### src/core/ttr_pkg.sv
// ************************************************************
// Shared constants of the trip fault code tracker.
// ************************************************************
package ttr_pkg;
   // System clock rate and the derived millisecond tick.
   localparam int TTR_CLK_HZ = 25_000_000;
   localparam int TTR_MS_PER_S = 1000;
   localparam int TTR_TICK_CYC = TTR_CLK_HZ / TTR_MS_PER_S;
   // Pedal timings in milliseconds and the entry press count.
   localparam int TTR_ERASE_HOLD_MS = 10_000;
   localparam int TTR_ENTRY_HOLD_MS = 10_000;
   localparam int TTR_ENTRY_WIN_MS = 5_000;
   localparam int TTR_ENTRY_PRESSES = 5;
   // Drive counter limits.
   localparam int TTR_B_LIMIT = 3;
   localparam int TTR_A_LIMIT = 40;
   localparam int TTR_C_LIMIT = 80;
   // Pattern C windows.
   localparam int TTR_RPM_TOL = 375;
   localparam int TTR_LOAD_TOL_DIV = 10;
   localparam int TTR_COOL_SPLIT_C = 70;
   // Blink waveform in milliseconds.
   localparam int TTR_BLINK_ON_MS = 300;
   localparam int TTR_BLINK_OFF_MS = 300;
   localparam int TTR_BLINK_GAP_MS = 1500;
   localparam int TTR_BLINK_ZERO_MS = 1200;
   // Field widths.
   localparam int TTR_RPM_W = 14;
   localparam int TTR_LOAD_W = 8;
   localparam int TTR_TEMP_W = 8;
   localparam int TTR_CNT_W = 7;
   localparam int TTR_B_W = 2;
   // Operating modes of the pedal and readout sequencer.
   typedef enum logic [2:0] {
      TTR_MD_NORMAL = 3'b000,
      TTR_MD_COUNT = 3'b001,
      TTR_MD_ARMED = 3'b010,
      TTR_MD_HOLD = 3'b011,
      TTR_MD_ENTREL = 3'b100,
      TTR_MD_READ = 3'b101,
      TTR_MD_ERASED = 3'b110
   } ttr_mode_e;
   // Blinker phases.
   typedef enum logic [1:0] {
      TTR_BL_IDLE = 2'b00,
      TTR_BL_ON = 2'b01,
      TTR_BL_OFF = 2'b10,
      TTR_BL_GAP = 2'b11
   } ttr_blink_e;
endpackage : ttr_pkg

### src/core/ttr_tracker.sv
`timescale 1ns/100ps
`default_nettype none
// ************************************************************
// Trip fault code tracker.
// ************************************************************
module ttr_tracker
   import ttr_pkg::*;
#(
   parameter int N_ITEMS = 4,
   parameter logic [N_ITEMS-1:0] MISF_MASK = 4'h3,
   parameter int TICK_CYC = TTR_TICK_CYC,
   parameter int ERASE_HOLD_MS = TTR_ERASE_HOLD_MS,
   parameter int ENTRY_HOLD_MS = TTR_ENTRY_HOLD_MS,
   parameter int ENTRY_WIN_MS = TTR_ENTRY_WIN_MS
) (
   input wire logic sys_clk,
   input wire logic rstn,
   input wire logic ign_pin,
   input wire logic engine_run_pin,
   input wire logic pedal_full_pin,
   input wire logic [N_ITEMS-1:0] mal_det,
   input wire logic [N_ITEMS-1:0] ok_det,
   input wire logic trip_end,
   input wire logic all_monitored,
   input wire logic pat_a_met,
   input wire logic [TTR_RPM_W-1:0] rpm,
   input wire logic [TTR_LOAD_W-1:0] load,
   input wire logic [TTR_TEMP_W-1:0] coolant,
   input wire logic [$clog2(N_ITEMS)-1:0] diag_sel,
   output logic fault_lamp,
   output logic readout_active,
   output logic [N_ITEMS-1:0] pending_fault_code,
   output logic [N_ITEMS-1:0] confirmed_fault_code,
   output logic [TTR_CNT_W-1:0] diag_time
);
   localparam int IW = $clog2(N_ITEMS);
   localparam int CW = $clog2(N_ITEMS + 1);
   localparam int TW = $clog2(ERASE_HOLD_MS + ENTRY_HOLD_MS + ENTRY_WIN_MS + 1);

   // ************************************************************
   // Parameter checks
   // ************************************************************
   if (N_ITEMS < 2 || TICK_CYC < 1 || ENTRY_WIN_MS < 1 || ERASE_HOLD_MS < 2) begin : g_bad
      $error("ttr_tracker: unsupported parameter values");
   end

   // ************************************************************
   // Helpers
   // ************************************************************
   function automatic logic [TTR_RPM_W-1:0] absd(input logic [TTR_RPM_W-1:0] a,
                                                 input logic [TTR_RPM_W-1:0] b);
      absd = (a > b) ? a - b : b - a;
   endfunction : absd

   // Pattern C window test against one snapshot.
   function automatic logic c_match(input logic [TTR_RPM_W-1:0] srpm,
                                    input logic [TTR_LOAD_W-1:0] sload,
                                    input logic [TTR_TEMP_W-1:0] stemp,
                                    input logic [TTR_RPM_W-1:0] crpm,
                                    input logic [TTR_LOAD_W-1:0] cload,
                                    input logic [TTR_TEMP_W-1:0] ctemp);
      logic [15:0] ld;
      ld = 16'(absd(TTR_RPM_W'(cload), TTR_RPM_W'(sload))) * 16'(TTR_LOAD_TOL_DIV);
      c_match = (absd(crpm, srpm) <= TTR_RPM_W'(TTR_RPM_TOL))
         && (ld <= 16'(sload))
         && ((ctemp < TTR_TEMP_W'(TTR_COOL_SPLIT_C)) == (stemp < TTR_TEMP_W'(TTR_COOL_SPLIT_C)));
   endfunction : c_match

   // ************************************************************
   // Pin synchronisers and millisecond tick
   // ************************************************************
   logic [2:0] ign_s_r, eng_s_r, ped_s_r;
   logic ign_q_r, eng_q_r, ped_q_r, ped_d_r;
   logic ped_rise, ped_fall, ms_tick;
   logic [$clog2(TICK_CYC+1)-1:0] tick_r;

   // A pin level is accepted once the second and third stages agree.
   always_ff @(posedge sys_clk or negedge rstn) begin
      if (!rstn) begin
         ign_s_r <= '0;
         eng_s_r <= '0;
         ped_s_r <= '0;
         ign_q_r <= 1'b0;
         eng_q_r <= 1'b0;
         ped_q_r <= 1'b0;
         ped_d_r <= 1'b0;
      end else begin
         ign_s_r <= {ign_s_r[1:0], ign_pin};
         eng_s_r <= {eng_s_r[1:0], engine_run_pin};
         ped_s_r <= {ped_s_r[1:0], pedal_full_pin};
         if (ign_s_r[1] == ign_s_r[2]) ign_q_r <= ign_s_r[2];
         if (eng_s_r[1] == eng_s_r[2]) eng_q_r <= eng_s_r[2];
         if (ped_s_r[1] == ped_s_r[2]) ped_q_r <= ped_s_r[2];
         ped_d_r <= ped_q_r;
      end
   end

   assign ped_rise = ped_q_r && !ped_d_r;
   assign ped_fall = !ped_q_r && ped_d_r;

   // Free running divider; all pedal timing is in millisecond steps.
   always_ff @(posedge sys_clk or negedge rstn) begin
      if (!rstn) tick_r <= '0;
      else if (ms_tick) tick_r <= '0;
      else tick_r <= tick_r + 1'b1;
   end

   assign ms_tick = (tick_r == ($bits(tick_r))'(TICK_CYC - 1));

   // ************************************************************
   // Mode sequencer
   // ************************************************************
   ttr_mode_e mode_r;
   logic [2:0] press_r;
   logic [TW-1:0] tmr_r;
   logic erase_p;

   // The erase pulse fires on the last millisecond of a full hold in readout.
   assign erase_p = (mode_r == TTR_MD_READ) && ped_q_r && ms_tick
      && (tmr_r == TW'(ERASE_HOLD_MS - 1));

   // Pedal gestures switch modes; the engine must be stopped from the first stroke until the long hold begins.
   always_ff @(posedge sys_clk or negedge rstn) begin
      if (!rstn) begin
         mode_r <= TTR_MD_NORMAL;
         press_r <= '0;
         tmr_r <= '0;
      end else if (!ign_q_r) begin
         mode_r <= TTR_MD_NORMAL;
         press_r <= '0;
         tmr_r <= '0;
      end else begin
         if (ms_tick) tmr_r <= tmr_r + TW'(1);
         unique case (mode_r)
            TTR_MD_NORMAL: begin
               tmr_r <= '0;
               press_r <= '0;
               if (ped_rise && !eng_q_r) mode_r <= TTR_MD_COUNT;
            end
            TTR_MD_COUNT: begin
               if (ped_fall) begin
                  press_r <= press_r + 3'h1;
                  if (press_r == 3'(TTR_ENTRY_PRESSES - 1)) mode_r <= TTR_MD_ARMED;
               end
               if (tmr_r >= TW'(ENTRY_WIN_MS) || eng_q_r) mode_r <= TTR_MD_NORMAL;
            end
            TTR_MD_ARMED: begin
               tmr_r <= '0;
               if (eng_q_r) mode_r <= TTR_MD_NORMAL;
               else if (ped_rise) mode_r <= TTR_MD_HOLD;
            end
            TTR_MD_HOLD: begin
               if (!ped_q_r) mode_r <= TTR_MD_NORMAL;
               else if (tmr_r >= TW'(ENTRY_HOLD_MS)) mode_r <= TTR_MD_ENTREL;
            end
            TTR_MD_ENTREL: begin
               tmr_r <= '0;
               if (!ped_q_r) mode_r <= TTR_MD_READ;
            end
            TTR_MD_READ: begin
               if (!ped_q_r) tmr_r <= '0;
               if (erase_p) mode_r <= TTR_MD_ERASED;
            end
            TTR_MD_ERASED: begin
               tmr_r <= '0;
               if (!ped_q_r) mode_r <= TTR_MD_READ;
            end
            default: mode_r <= TTR_MD_NORMAL;
         endcase
      end
   end

   // ************************************************************
   // Per-item fault memory
   // ************************************************************
   logic [N_ITEMS-1:0] pend_r, conf_r, pend_old_r, ng_trip_r, psnap_r, csnap_r;
   logic [TTR_CNT_W-1:0] a_cnt_r [N_ITEMS];
   logic [TTR_CNT_W-1:0] c_cnt_r [N_ITEMS];
   logic [TTR_RPM_W-1:0] s_rpm_r [N_ITEMS];
   logic [TTR_LOAD_W-1:0] s_load_r [N_ITEMS];
   logic [TTR_TEMP_W-1:0] s_temp_r [N_ITEMS];
   logic [N_ITEMS-1:0] conf_evt;

   // A detection confirms when the item was already pending from an earlier trip or is still confirmed.
   assign conf_evt = mal_det & (pend_old_r | conf_r);

   // Detections win over OK results and over trip-end aging in the same cycle.
   always_ff @(posedge sys_clk or negedge rstn) begin
      if (!rstn) begin
         pend_r <= '0;
         conf_r <= '0;
         pend_old_r <= '0;
         ng_trip_r <= '0;
         psnap_r <= '0;
         csnap_r <= '0;
         for (int i = 0; i < N_ITEMS; i++) begin
            a_cnt_r[i] <= '0;
            c_cnt_r[i] <= '0;
            s_rpm_r[i] <= '0;
            s_load_r[i] <= '0;
            s_temp_r[i] <= '0;
         end
      end else if (erase_p) begin
         pend_r <= '0;
         conf_r <= '0;
         pend_old_r <= '0;
         ng_trip_r <= '0;
         psnap_r <= '0;
         csnap_r <= '0;
         for (int i = 0; i < N_ITEMS; i++) begin
            a_cnt_r[i] <= '0;
            c_cnt_r[i] <= '0;
         end
      end else begin
         for (int i = 0; i < N_ITEMS; i++) begin
            if (trip_end) begin
               ng_trip_r[i] <= 1'b0;
               pend_old_r[i] <= pend_r[i] | mal_det[i];
               if (!ng_trip_r[i] && !mal_det[i] && conf_r[i]) begin
                  if (MISF_MASK[i]) begin
                     if (c_match(s_rpm_r[i], s_load_r[i], s_temp_r[i], rpm, load, coolant)) begin
                        c_cnt_r[i] <= c_cnt_r[i] + TTR_CNT_W'(1);
                        pend_r[i] <= 1'b0;
                        if (c_cnt_r[i] == TTR_CNT_W'(TTR_C_LIMIT - 1)) begin
                           conf_r[i] <= 1'b0;
                           csnap_r[i] <= 1'b0;
                        end
                     end
                  end else if (pat_a_met) begin
                     a_cnt_r[i] <= a_cnt_r[i] + TTR_CNT_W'(1);
                     if (a_cnt_r[i] == TTR_CNT_W'(TTR_A_LIMIT - 1)) begin
                        conf_r[i] <= 1'b0;
                        csnap_r[i] <= 1'b0;
                     end
                  end
               end
            end
            if (mal_det[i]) begin
               ng_trip_r[i] <= !trip_end;
               a_cnt_r[i] <= '0;
               c_cnt_r[i] <= '0;
               if (conf_evt[i]) begin
                  conf_r[i] <= 1'b1;
                  csnap_r[i] <= 1'b1;
                  s_rpm_r[i] <= rpm;
                  s_load_r[i] <= load;
                  s_temp_r[i] <= coolant;
                  if (MISF_MASK[i]) psnap_r[i] <= 1'b0;
               end else if (!pend_r[i]) begin
                  pend_r[i] <= 1'b1;
                  psnap_r[i] <= 1'b1;
                  s_rpm_r[i] <= rpm;
                  s_load_r[i] <= load;
                  s_temp_r[i] <= coolant;
               end
            end else if (ok_det[i] && pend_r[i] && MISF_MASK[i]) begin
               pend_r[i] <= 1'b0;
            end else if (ok_det[i] && pend_r[i] && pend_old_r[i]) begin
               pend_r[i] <= 1'b0;
               psnap_r[i] <= 1'b0;
            end
         end
      end
   end

   // ************************************************************
   // Lamp latch and B counter
   // ************************************************************
   logic lamp_r;
   logic [TTR_B_W-1:0] b_r;

   // Any malfunction restarts the clean-drive count; a confirmation relights the lamp.
   always_ff @(posedge sys_clk or negedge rstn) begin
      if (!rstn) begin
         lamp_r <= 1'b0;
         b_r <= '0;
      end else if (erase_p) begin
         lamp_r <= 1'b0;
         b_r <= '0;
      end else if (|conf_evt) begin
         lamp_r <= 1'b1;
         b_r <= '0;
      end else if (|mal_det) begin
         b_r <= '0;
      end else if (trip_end && all_monitored && !(|ng_trip_r) && lamp_r) begin
         b_r <= b_r + TTR_B_W'(1);
         if (b_r == TTR_B_W'(TTR_B_LIMIT - 1)) begin
            lamp_r <= 1'b0;
            b_r <= '0;
         end
      end
   end

   // ************************************************************
   // Code readout
   // ************************************************************
   logic [N_ITEMS-1:0] show;
   logic [IW-1:0] ptr_r, nxt_idx;
   logic nxt_ok, bl_start, bl_busy, bl_lamp, bl_abort;
   logic [CW-1:0] bl_code;

   // Both kinds of stored code are listed under the same number.
   assign show = pend_r | conf_r;

   // Round robin search for the next stored code after the last one shown.
   always_comb begin
      nxt_ok = 1'b0;
      nxt_idx = ptr_r;
      for (int k = N_ITEMS; k >= 1; k--) begin
         if (show[IW'((int'(ptr_r) + k) % N_ITEMS)]) begin
            nxt_ok = 1'b1;
            nxt_idx = IW'((int'(ptr_r) + k) % N_ITEMS);
         end
      end
   end

   assign bl_abort = (mode_r != TTR_MD_READ) && (mode_r != TTR_MD_ENTREL);
   assign bl_start = !bl_abort && !bl_busy;
   assign bl_code = nxt_ok ? CW'(nxt_idx) + CW'(1) : '0;

   // The pointer moves when a code is handed to the blinker, and returns to the last item on abort.
   always_ff @(posedge sys_clk or negedge rstn) begin
      if (!rstn) ptr_r <= IW'(N_ITEMS - 1);
      else if (bl_abort) ptr_r <= IW'(N_ITEMS - 1);
      else if (bl_start && nxt_ok) ptr_r <= nxt_idx;
   end

   ttr_blinker #(
      .CW(CW)
   ) u_blink (
      .sys_clk(sys_clk),
      .rstn(rstn),
      .ms_tick(ms_tick),
      .abort(bl_abort),
      .start(bl_start),
      .code(bl_code),
      .busy(bl_busy),
      .done(),
      .lamp(bl_lamp)
   );

   // ************************************************************
   // Registered outputs
   // ************************************************************
   // The lamp blinks in readout, stays dark while an erase waits for release.
   always_ff @(posedge sys_clk or negedge rstn) begin
      if (!rstn) begin
         fault_lamp <= 1'b0;
         readout_active <= 1'b0;
         diag_time <= '0;
      end else begin
         readout_active <= !bl_abort;
         if (mode_r == TTR_MD_ERASED) fault_lamp <= 1'b0;
         else if (!bl_abort) fault_lamp <= bl_lamp;
         else if (ign_q_r && !eng_q_r) fault_lamp <= 1'b1;
         else if (ign_q_r) fault_lamp <= lamp_r;
         else fault_lamp <= 1'b0;
         diag_time <= MISF_MASK[diag_sel] ? c_cnt_r[diag_sel] : a_cnt_r[diag_sel];
      end
   end

   assign pending_fault_code = pend_r;
   assign confirmed_fault_code = conf_r;
endmodule : ttr_tracker
`default_nettype wire

### src/core/ttr_blinker.sv
`timescale 1ns/100ps
`default_nettype none
// ************************************************************
// Blink sequencer: one code as a count of lamp flashes.
// ************************************************************
module ttr_blinker
   import ttr_pkg::*;
#(
   parameter int CW = 3
) (
   input wire logic sys_clk,
   input wire logic rstn,
   input wire logic ms_tick,
   input wire logic abort,
   input wire logic start,
   input wire logic [CW-1:0] code,
   output logic busy,
   output logic done,
   output logic lamp
);
   ttr_blink_e st_r;
   logic [CW-1:0] left_r;
   logic [11:0] ms_r;
   logic zero_r;

   // A code of zero is one long flash, so an empty memory is still visible.
   always_ff @(posedge sys_clk or negedge rstn) begin
      if (!rstn) begin
         st_r <= TTR_BL_IDLE;
         left_r <= '0;
         ms_r <= '0;
         zero_r <= 1'b0;
      end else if (abort) begin
         st_r <= TTR_BL_IDLE;
         ms_r <= '0;
      end else begin
         unique case (st_r)
            TTR_BL_IDLE: begin
               if (start) begin
                  st_r <= TTR_BL_ON;
                  left_r <= code;
                  zero_r <= (code == '0);
                  ms_r <= '0;
               end
            end
            TTR_BL_ON: begin
               if (ms_tick) begin
                  ms_r <= ms_r + 12'h001;
                  if (ms_r == 12'(zero_r ? TTR_BLINK_ZERO_MS - 1 : TTR_BLINK_ON_MS - 1)) begin
                     ms_r <= '0;
                     left_r <= zero_r ? '0 : left_r - CW'(1);
                     st_r <= (zero_r || left_r == CW'(1)) ? TTR_BL_GAP : TTR_BL_OFF;
                  end
               end
            end
            TTR_BL_OFF: begin
               if (ms_tick) begin
                  ms_r <= ms_r + 12'h001;
                  if (ms_r == 12'(TTR_BLINK_OFF_MS - 1)) begin
                     ms_r <= '0;
                     st_r <= TTR_BL_ON;
                  end
               end
            end
            TTR_BL_GAP: begin
               if (ms_tick) begin
                  ms_r <= ms_r + 12'h001;
                  if (ms_r == 12'(TTR_BLINK_GAP_MS - 1)) begin
                     ms_r <= '0;
                     st_r <= TTR_BL_IDLE;
                  end
               end
            end
         endcase
      end
   end

   // Busy is decoded from the phase register, done from the phase, the tick and the millisecond count.
   assign busy = (st_r != TTR_BL_IDLE);
   assign done = (st_r == TTR_BL_GAP) && ms_tick && (ms_r == 12'(TTR_BLINK_GAP_MS - 1));
   assign lamp = (st_r == TTR_BL_ON);
endmodule : ttr_blinker
`default_nettype wire

### config.mk
export PLATFORM = sky130hd
export DESIGN_NAME = ttr_tracker
export DESIGN_NICKNAME = d
export VERILOG_FILES = /design/src/core/ttr_pkg.sv /design/src/core/ttr_tracker.sv /design/src/core/ttr_blinker.sv
export SDC_FILE = /design/constraint.sdc
export NUM_CORES = 1
export LEC_CHECK = 0
export ABC_AREA = 1
export BUFFER_PORTS_ARGS = -buffer_cell sky130_fd_sc_hd__buf_2
export CAP_MARGIN = 30
export CORE_MARGIN = 1
export CORE_UTILIZATION = 54
export DETAILED_ROUTE_END_ITERATION = 8
export PLACE_DENSITY = 0.82
export SLEW_MARGIN = 20
export SYNTH_ARGS = -nofsm -noshare
export SYNTH_HDL_FRONTEND = slang
export SYNTH_SLANG_ARGS = --single-unit
### constraint.sdc
create_clock -name sys_clk -period 5.5 [get_ports sys_clk]
set_clock_uncertainty 0.1 [all_clocks]
set_input_delay 1.1 -clock sys_clk [delete_from_list [all_inputs] [get_ports sys_clk]]
set_output_delay 1.1 -clock sys_clk [all_outputs]
set_load 0.03 [all_outputs]
==> results.py, run 1 <==
metrics = {
    "floorplan": {
        "start_util": 0.5511,
        "fp.coreArea_um2": 26130,
        "die_area_um2": 27330,
        "io_pins": 65,
        "fp-row-count": 59,
        "chipHeight_um": 165.3,
        "dieWidth_um": 165.3,
    },
    "worst_setup_path": {
        "worstSetupPathType": "in2reg",
        "regToRegEndpoint": "c_cnt_r[24]",
        "arrival_ns": 5.62,
        "setup.worst_path.end": "c_cnt_r[24]",
        "slowest_delay_ns": 0.52,
        "rr_startpoint": "s_load_r[30]",
        "critical_path_peak_fanout": 8,
        "critical_path.endpoint_type": "flip-flop",
        "worstPathRequired_ns": 5.76,
        "r2r_setup_slack_ns": 0.53,
        "crit_start": "load[6]",
        "worst_setup_path_start_kind": "input pin",
        "worst_r2r_path_depth": 28,
        "critical_path.slowest_cell": "fa_2",
    },
    "power": {
        "power_switching_w": 0.002005,
        "power_frac_comb": 0.467,
        "power_per_cell_area_nw_per_um2": 305.3,
        "seqPwrFrac": 0.291,
        "share_clk_of_total_power": 0.242,
        "p_int_w": 0.003121,
        "netSwitchingFraction": 0.3912,
        "p_leak_nw": 8.435,
        "peakVddDrop_uv": 333.8,
    },
    "layout": {
        "num-nets-final": 2364,
        "diodes": 0,
        "drive_above_1_share": 0.1444,
        "final_core_utilization": 0.6423,
        "flow.area_growth_from_synthesis_pct": 16.56,
    },
    "grt": {
        "antenna_found_initial": 0,
        "grt_pass1_wl_um": 59730,
        "grt_pass1_vias": 12890,
        "grt_start_max_net_pins": 103,
        "grt_remaining_overflow": 0,
        "global_route.usage.total": 0.2714,
    },
    "clock_tree": {
        "cts.path.max_buffers": 2,
        "clock_insertion_delay_worst_skew_ns": 0.44,
        "cts_inserted_buffers": 17,
        "clock-sinks": 183,
        "tritoncts": "yes",
        "clkTransAtPathRegs_ns": 0.07,
        "clock-root-buffer": "clkbuf_16",
        "count_of_h_tree_levels_built_during_cts": 4,
    },
    "place": {
        "gpl.final_weighted_congestion": 1.015,
        "port_buffers": 63,
        "dpl.hpwl_um": 27900,
    },
    "timing": {
        "drv_slew": 0,
        "timing.hold.ws_ns": 0.2494,
        "tightestPinTransition_ns": 0.8663,
        "hold_viol": 0,
        "fmax_ghz": 0.1866,
        "setup-violations-final": 0,
        "finalCriticalPeriod_ns": 5.358,
        "final_min_period_over_clock_period": 0.9742,
        "slew_headroom": 0.4225,
    },
    "logic_synthesis": {
        "postSynthAreaPerCell_um2": 7.122,
        "post_synth_inst_count": 2022,
        "synth-async-reset-ratio": 1.000,
        "synth.yosys.warnings": 0,
        "yosysUniqueCellTypes": 57,
        "synth_enable_flop_cells": 0,
        "synth-main-ff-cell": "dfrtp_1",
        "synth_nets": 2217,
        "synth-seq-cells": 183,
        "netlist_area_um2": 14400,
        "seq_area_frac_synth": 0.3182,
    },
    "drt": {
        "drtPass1Iterations": 8,
        "ant_nets": 0,
        "post_route_drc_violation_count": 10,
        "detail_route.wl_per_cell_um": 14.95,
        "routed-via-count": 13920,
        "routed_via_density": 5.529,
        "wirelength_um": 37640,
        "drt-initial-drc-count": 1166,
    },
    "hold_path": {
        "hold_class": "reg2reg",
    },
    "outcome": {
        "result_of_the_run": "finished with violations",
        "failed_checks": "design-rule violations",
    },
    "run": {
        "cap_violations": 0,
    },
}
[power groups by stage]
stage / clock network, W / registers [W] / logic, W
6_report: 0.00124 / 0.00149 / 0.00239
5_1_grt: 0.00130 / 0.00150 / 0.00270
4_1_cts: 0.00125 / 0.00149 / 0.00204
3_5_place_dp: 0 / 0.00151 / 0.00202
3_3_place_gp: 0 / 0.00151 / 0.00196
2_1_floorplan: 0 / 0.00150 / 0.00138
[synth_stat cells, types with 5 or more instances]
library cell | instances | share of area
o22ai_1 | 10 | 0.0043
nor2_1 | 192 | 0.050
nand3_1 | 110 | 0.038
nand3b_1 | 7 | 0.0036
nand2_1 | 462 | 0.12
nor3b_1 | 6 | 0.0031
nor3_1 | 31 | 0.011
o211ai_1 | 8 | 0.0042
nand4_1 | 34 | 0.015
o21ai_0 | 154 | 0.054
buf_2 | 13 | 0.0045
nor2_2 | 6 | 0.0026
nand2_4 | 6 | 0.0047
inv_2 | 6 | 0.0016
nand2_2 | 11 | 0.0048
xnor2_1 | 15 | 0.0091
nor4_1 | 23 | 0.010
ha_1 | 137 | 0.12
xor2_1 | 51 | 0.031
a21oi_1 | 131 | 0.046
clkbuf_1 | 15 | 0.0039
a31oi_1 | 10 | 0.0043
inv_1 | 324 | 0.084
fa_1 | 10 | 0.014
a21o_1 | 5 | 0.0026
dfrtp_1 | 181 | 0.31
o21ai_1 | 7 | 0.0024
[repair_timing]
item | CTS | global route
hold buffers | 0 | 0
buffers inserted | 0 | 10
gates resized for setup | 0 | 101
endpoints found under the setup margin | 0 | 18
[logic make-up (layout without fill, tap and decap cells)]
| group | count (synthesis) | count (layout) | synth area share |
|---|---|---|---|
| AND/OR/NAND/NOR | 905 | 906 | 0.2753 |
| flip-flops | 183 | 183 | 0.3182 |
| buffers and inverters | 363 | 522 | 0.09705 |
| XOR/XNOR | 66 | 66 | 0.04014 |
| multiplexers | 4 | 4 | 0.002780 |
| AO/OA/AOI/OAI | 351 | 351 | 0.1315 |
| adder cells (fa/ha/maj) | 150 | 150 | 0.1350 |
[cell usage in the layout (no fill, tap or decap), types with 22 or more instances in the layout]
cell     instances
inv_1          315
buf_4           93
nor2_1         185
nand2_1        454
dfrtp_1        181
nor4_1          22
buf_2           61
nor3_1          31
o21ai_0        144
xor2_1          48
nand3_1        105
nand4_1         34
a21oi_1        122
ha_1           114
[worst max-delay path: cells and delay by family]
family,cells,cell delay (ns)
AO/OA/AOI/OAI,5,0.77
multiplexers,1,0.23
AND/OR/NAND/NOR,12,1.43
XOR/XNOR,1,0.16
buffers and inverters,5,0.43
adder cells (fa/ha/maj),5,1.49
[sequential cells by signal (all words and copies together) (netlist names), 7 cells and up]
signal and count:
u_blink.ms_r 12, s_temp_r 14, s_load_r 16, s_rpm_r 28, tick_r 15, diag_time 7, a_cnt_r 14, tmr_r 15
c_cnt_r 14
[metal layers]
layer,global-route usage,up-vias,share of wire
li1,-,6845,-
met1,0.3568,6507,0.44
met2,0.4675,486,0.49
met3,0.03422,79,0.054
met4,0.07562,0,0.022
met5,0,-,0
[final cells by class]
type / count / area (um2)
Timing Repair Buffer: 158 / 1060
Tap cell: 335 / 419.2
Sequential cell: 183 / 4582
Clock buffer: 20 / 446.7
Fill cell: 2221 / 9346
Clock inverter: 12 / 135.1
Multi-Input combinational cell: 1477 / 8890
Inverter: 332 / 1254
[metrics by stage]
stage	instance area (um2)	std cells	setup WS, ns	setup TNS, ns	total power, W
after floorplan	14400	2022	0.3076	0	0.002883
after global placement	15630	2473	-0.2604	-3.797	0.003468
after detailed placement	15650	2474	-0.3391	-4.951	0.003530
after CTS	16230	2506	0.06452	0	0.004777
after global routing	16790	2517	-0.1615	-1.071	0.005498
final	16790	2517	0.1418	0	0.005125
[worst min path at each step]
stage                     startpoint    endpoint  slack [ns]  depth (start not counted)
after floorplan           eng_s_r[0]  eng_s_r[1]        0.23                          0
after global placement    ped_s_r[0]  ped_s_r[1]        0.24                          0
after detailed placement  eng_s_r[0]  eng_s_r[1]        0.24                          0
after CTS                 ign_s_r[0]  ign_s_r[1]        0.25                          0
after global routing      ped_s_r[0]  ped_s_r[1]        0.26                          0
final                     ign_s_r[0]  ign_s_r[1]        0.25                          0
(Power assumes the default switching activity.)
==> run 2: changes to the inputs <==
--- a/config.mk
+++ b/config.mk
@@ -9,9 +9,9 @@
 export BUFFER_PORTS_ARGS = -buffer_cell sky130_fd_sc_hd__buf_2
 export CAP_MARGIN = 30
 export CORE_MARGIN = 1
-export CORE_UTILIZATION = 54
+export CORE_UTILIZATION = 50
 export DETAILED_ROUTE_END_ITERATION = 8
-export PLACE_DENSITY = 0.82
+export PLACE_DENSITY = 0.78
 export SLEW_MARGIN = 20
 export SYNTH_ARGS = -nofsm -noshare
 export SYNTH_HDL_FRONTEND = slang
==> run 2 against run 1 <==
The flow now finishes without violations. Flip-flop and latch count stayed put. Critical path depth is 4 higher. First-iteration DRC count is 13% higher. Global-route usage is 1.4 points lower. Cell count is 2.1% higher. Fmax is 1.3% higher. Hold slack hardly changed.
==> results.py, run 2 (synthesized netlist as in run 1, its figures left out) <==
metrics = {
    "outcome": {
        "result_of_the_run": "completed",
    },
    "place": {
        "placed_cells_incl_taps": 2526,
        "gpl.final_weighted_congestion": 0.9201,
        "placed_cell_area_um2": 15780,
        "dp_worst_setup_slack_ns": -0.4251,
        "dpl.hpwl_um": 28160,
        "port_buffers": 63,
    },
    "worst_setup_path": {
        "arrival_ns": 5.57,
        "timing.critical_path.buf_inv": 8,
        "slowest_delay_ns": 0.37,
        "worst_setup_path_start_kind": "input pin",
        "r2r_setup_slack_ns": 0.57,
        "worstSetupPathType": "in2reg",
        "critical_path.slowest_cell": "fa_2",
        "critical_path.endpoint_type": "flip-flop",
        "crit_top_cell": "buf_4",
        "critPathTopFamily": "simple AND/OR/NAND/NOR gates",
        "worstPathRequired_ns": 5.78,
        "critical_path_peak_fanout": 7,
    },
    "clock_tree": {
        "cts_inserted_buffers": 17,
        "clock-sinks": 183,
        "count_of_h_tree_levels_built_during_cts": 4,
        "cts.path.max_buffers": 2,
        "tritoncts": "yes",
        "clock_insertion_delay_worst_skew_ns": 0.45,
        "clock-root-buffer": "clkbuf_16",
        "holdBufCountCts": 0,
        "clkTransAtPathRegs_ns": 0.07,
    },
    "floorplan": {
        "chipHeight_um": 171.7,
        "start_util": 0.5127,
        "io_pins": 65,
        "dieWidth_um": 171.7,
        "fp-row-count": 61,
        "die_area_um2": 29490,
        "fp.coreArea_um2": 28090,
    },
    "timing": {
        "tightestPinTransition_ns": 0.9210,
        "setup-violations-final": 0,
        "hold_viol": 0,
        "finalCriticalPeriod_ns": 5.289,
        "final_min_period_over_clock_period": 0.9616,
        "drv_slew": 0,
        "setup_ws_final_ns": 0.2110,
        "slew_headroom": 0.3814,
        "fmax_ghz": 0.1891,
    },
    "power": {
        "p_leak_nw": 8.500,
        "power_per_cell_area_nw_per_um2": 304.1,
        "peakVddDrop_uv": 233.4,
    },
    "drt": {
        "routed_via_density": 5.464,
        "drtPass1Iterations": 8,
        "routed-via-count": 14050,
        "detail_route.wl_per_cell_um": 14.84,
        "drt-initial-drc-count": 1315,
        "ant_nets": 0,
        "post_route_drc_violation_count": 0,
        "wirelength_um": 38160,
    },
    "grt": {
        "grt_start_max_net_pins": 110,
        "antenna_found_initial": 2,
        "grt_remaining_overflow": 0,
        "grt_pass1_vias": 13130,
        "global_route.usage.total": 0.2576,
        "grt_pass1_wl_um": 61380,
    },
    "run": {
        "cap_violations": 0,
    },
    "layout": {
        "flow.area_growth_from_synthesis_pct": 17.83,
        "most_common_cell_after_layout_fill_and_taps_aside": "nand2_1",
        "drive_above_1_share": 0.1487,
        "postLayoutCellArea_um2": 16970,
        "num-nets-final": 2374,
        "instances_no_fill": 2571,
        "nFillCells": 2489,
        "mostFrequentLayoutCells": "449 x nand2_1, 317 x inv_1, 186 x nor2_1",
        "number_of_flip_flops_under_the_largest_register_name": 28,
        "biggestRegsByFlops": "s_rpm_r (28), s_load_r (16)",
        "top_reg_by_flops": "s_rpm_r",
    },
    "hold_path": {
        "hold_class": "reg2reg",
    },
}
[run 2: cell type report]
cell class,instances,area (um2),share of cell area
Clock buffer,17,425.4,0.02507
Tap cell,378,473.0,0.02787
Sequential cell,183,4582,0.2700
Antenna cell,1,2.502,0.0001475
Inverter,332,1246,0.07344
Timing Repair Buffer,168,1150,0.06776
Clock inverter,15,181.4,0.01069
Multi-Input combinational cell,1477,8909,0.5250
[run 2: per-stage QoR]
step / total power, W / util / setup TNS, ns / hold slack [ns]
floorplan: 0.002883 / - / 0 / 0.2312
global placement: 0.003487 / 0.5612 / -4.480 / 0.2343
detailed placement: 0.003567 / 0.5619 / -6.072 / 0.2347
CTS: 0.004856 / 0.5835 / 0 / 0.2499
global route: 0.005530 / 0.6041 / -0.4075 / 0.2680
finish: 0.005161 / 0.6042 / 0 / 0.2489
[run 2: per-layer routing]
layer	GRT usage	wire length, um
met1	0.3366	16800
met2	0.4358	18450
met3	0.03497	2010
met4	0.08851	907
met5	0	0
[run 2: worst reg2reg max path: cells and delay by family (launching register included)]
kind	cells	cell delay (ns)
compound gates	4	0.37
xor+xnor	2	0.38
fa+ha+maj	5	1.32
buf+inv	5	0.52
flops	1	0.51
mux	1	0.24
simple gates	12	1.41
[run 2: path summary, 6_finish.rpt]
check	startpoint	end	cells after the start
worst max-delay path	load[4]	c_cnt_r[20]	33
worst min-delay path	ped_s_r[0]	ped_s_r[1]	0
worst max register to register	s_load_r[17]	c_cnt_r[20]	29
worst min register to register	ped_s_r[0]	ped_s_r[1]	0
max in group asynchronous	rstn	s_rpm_r[32]	2
min in group asynchronous	rstn	a_cnt_r[10]	1
[run 2: power breakdown]
group          leakage, nW  switching, W  internal (W)  total, W
Sequential            2.35     0.0000752       0.00142   0.00149
Clock                0.292      0.000617      0.000653   0.00127
Combinational         5.86       0.00135       0.00104   0.00240
[run 2: timing repair]
item | CTS | global route
resized for setup | 0 | 100
buffers inserted | 0 | 11
setup endpoints to repair | 0 | 18
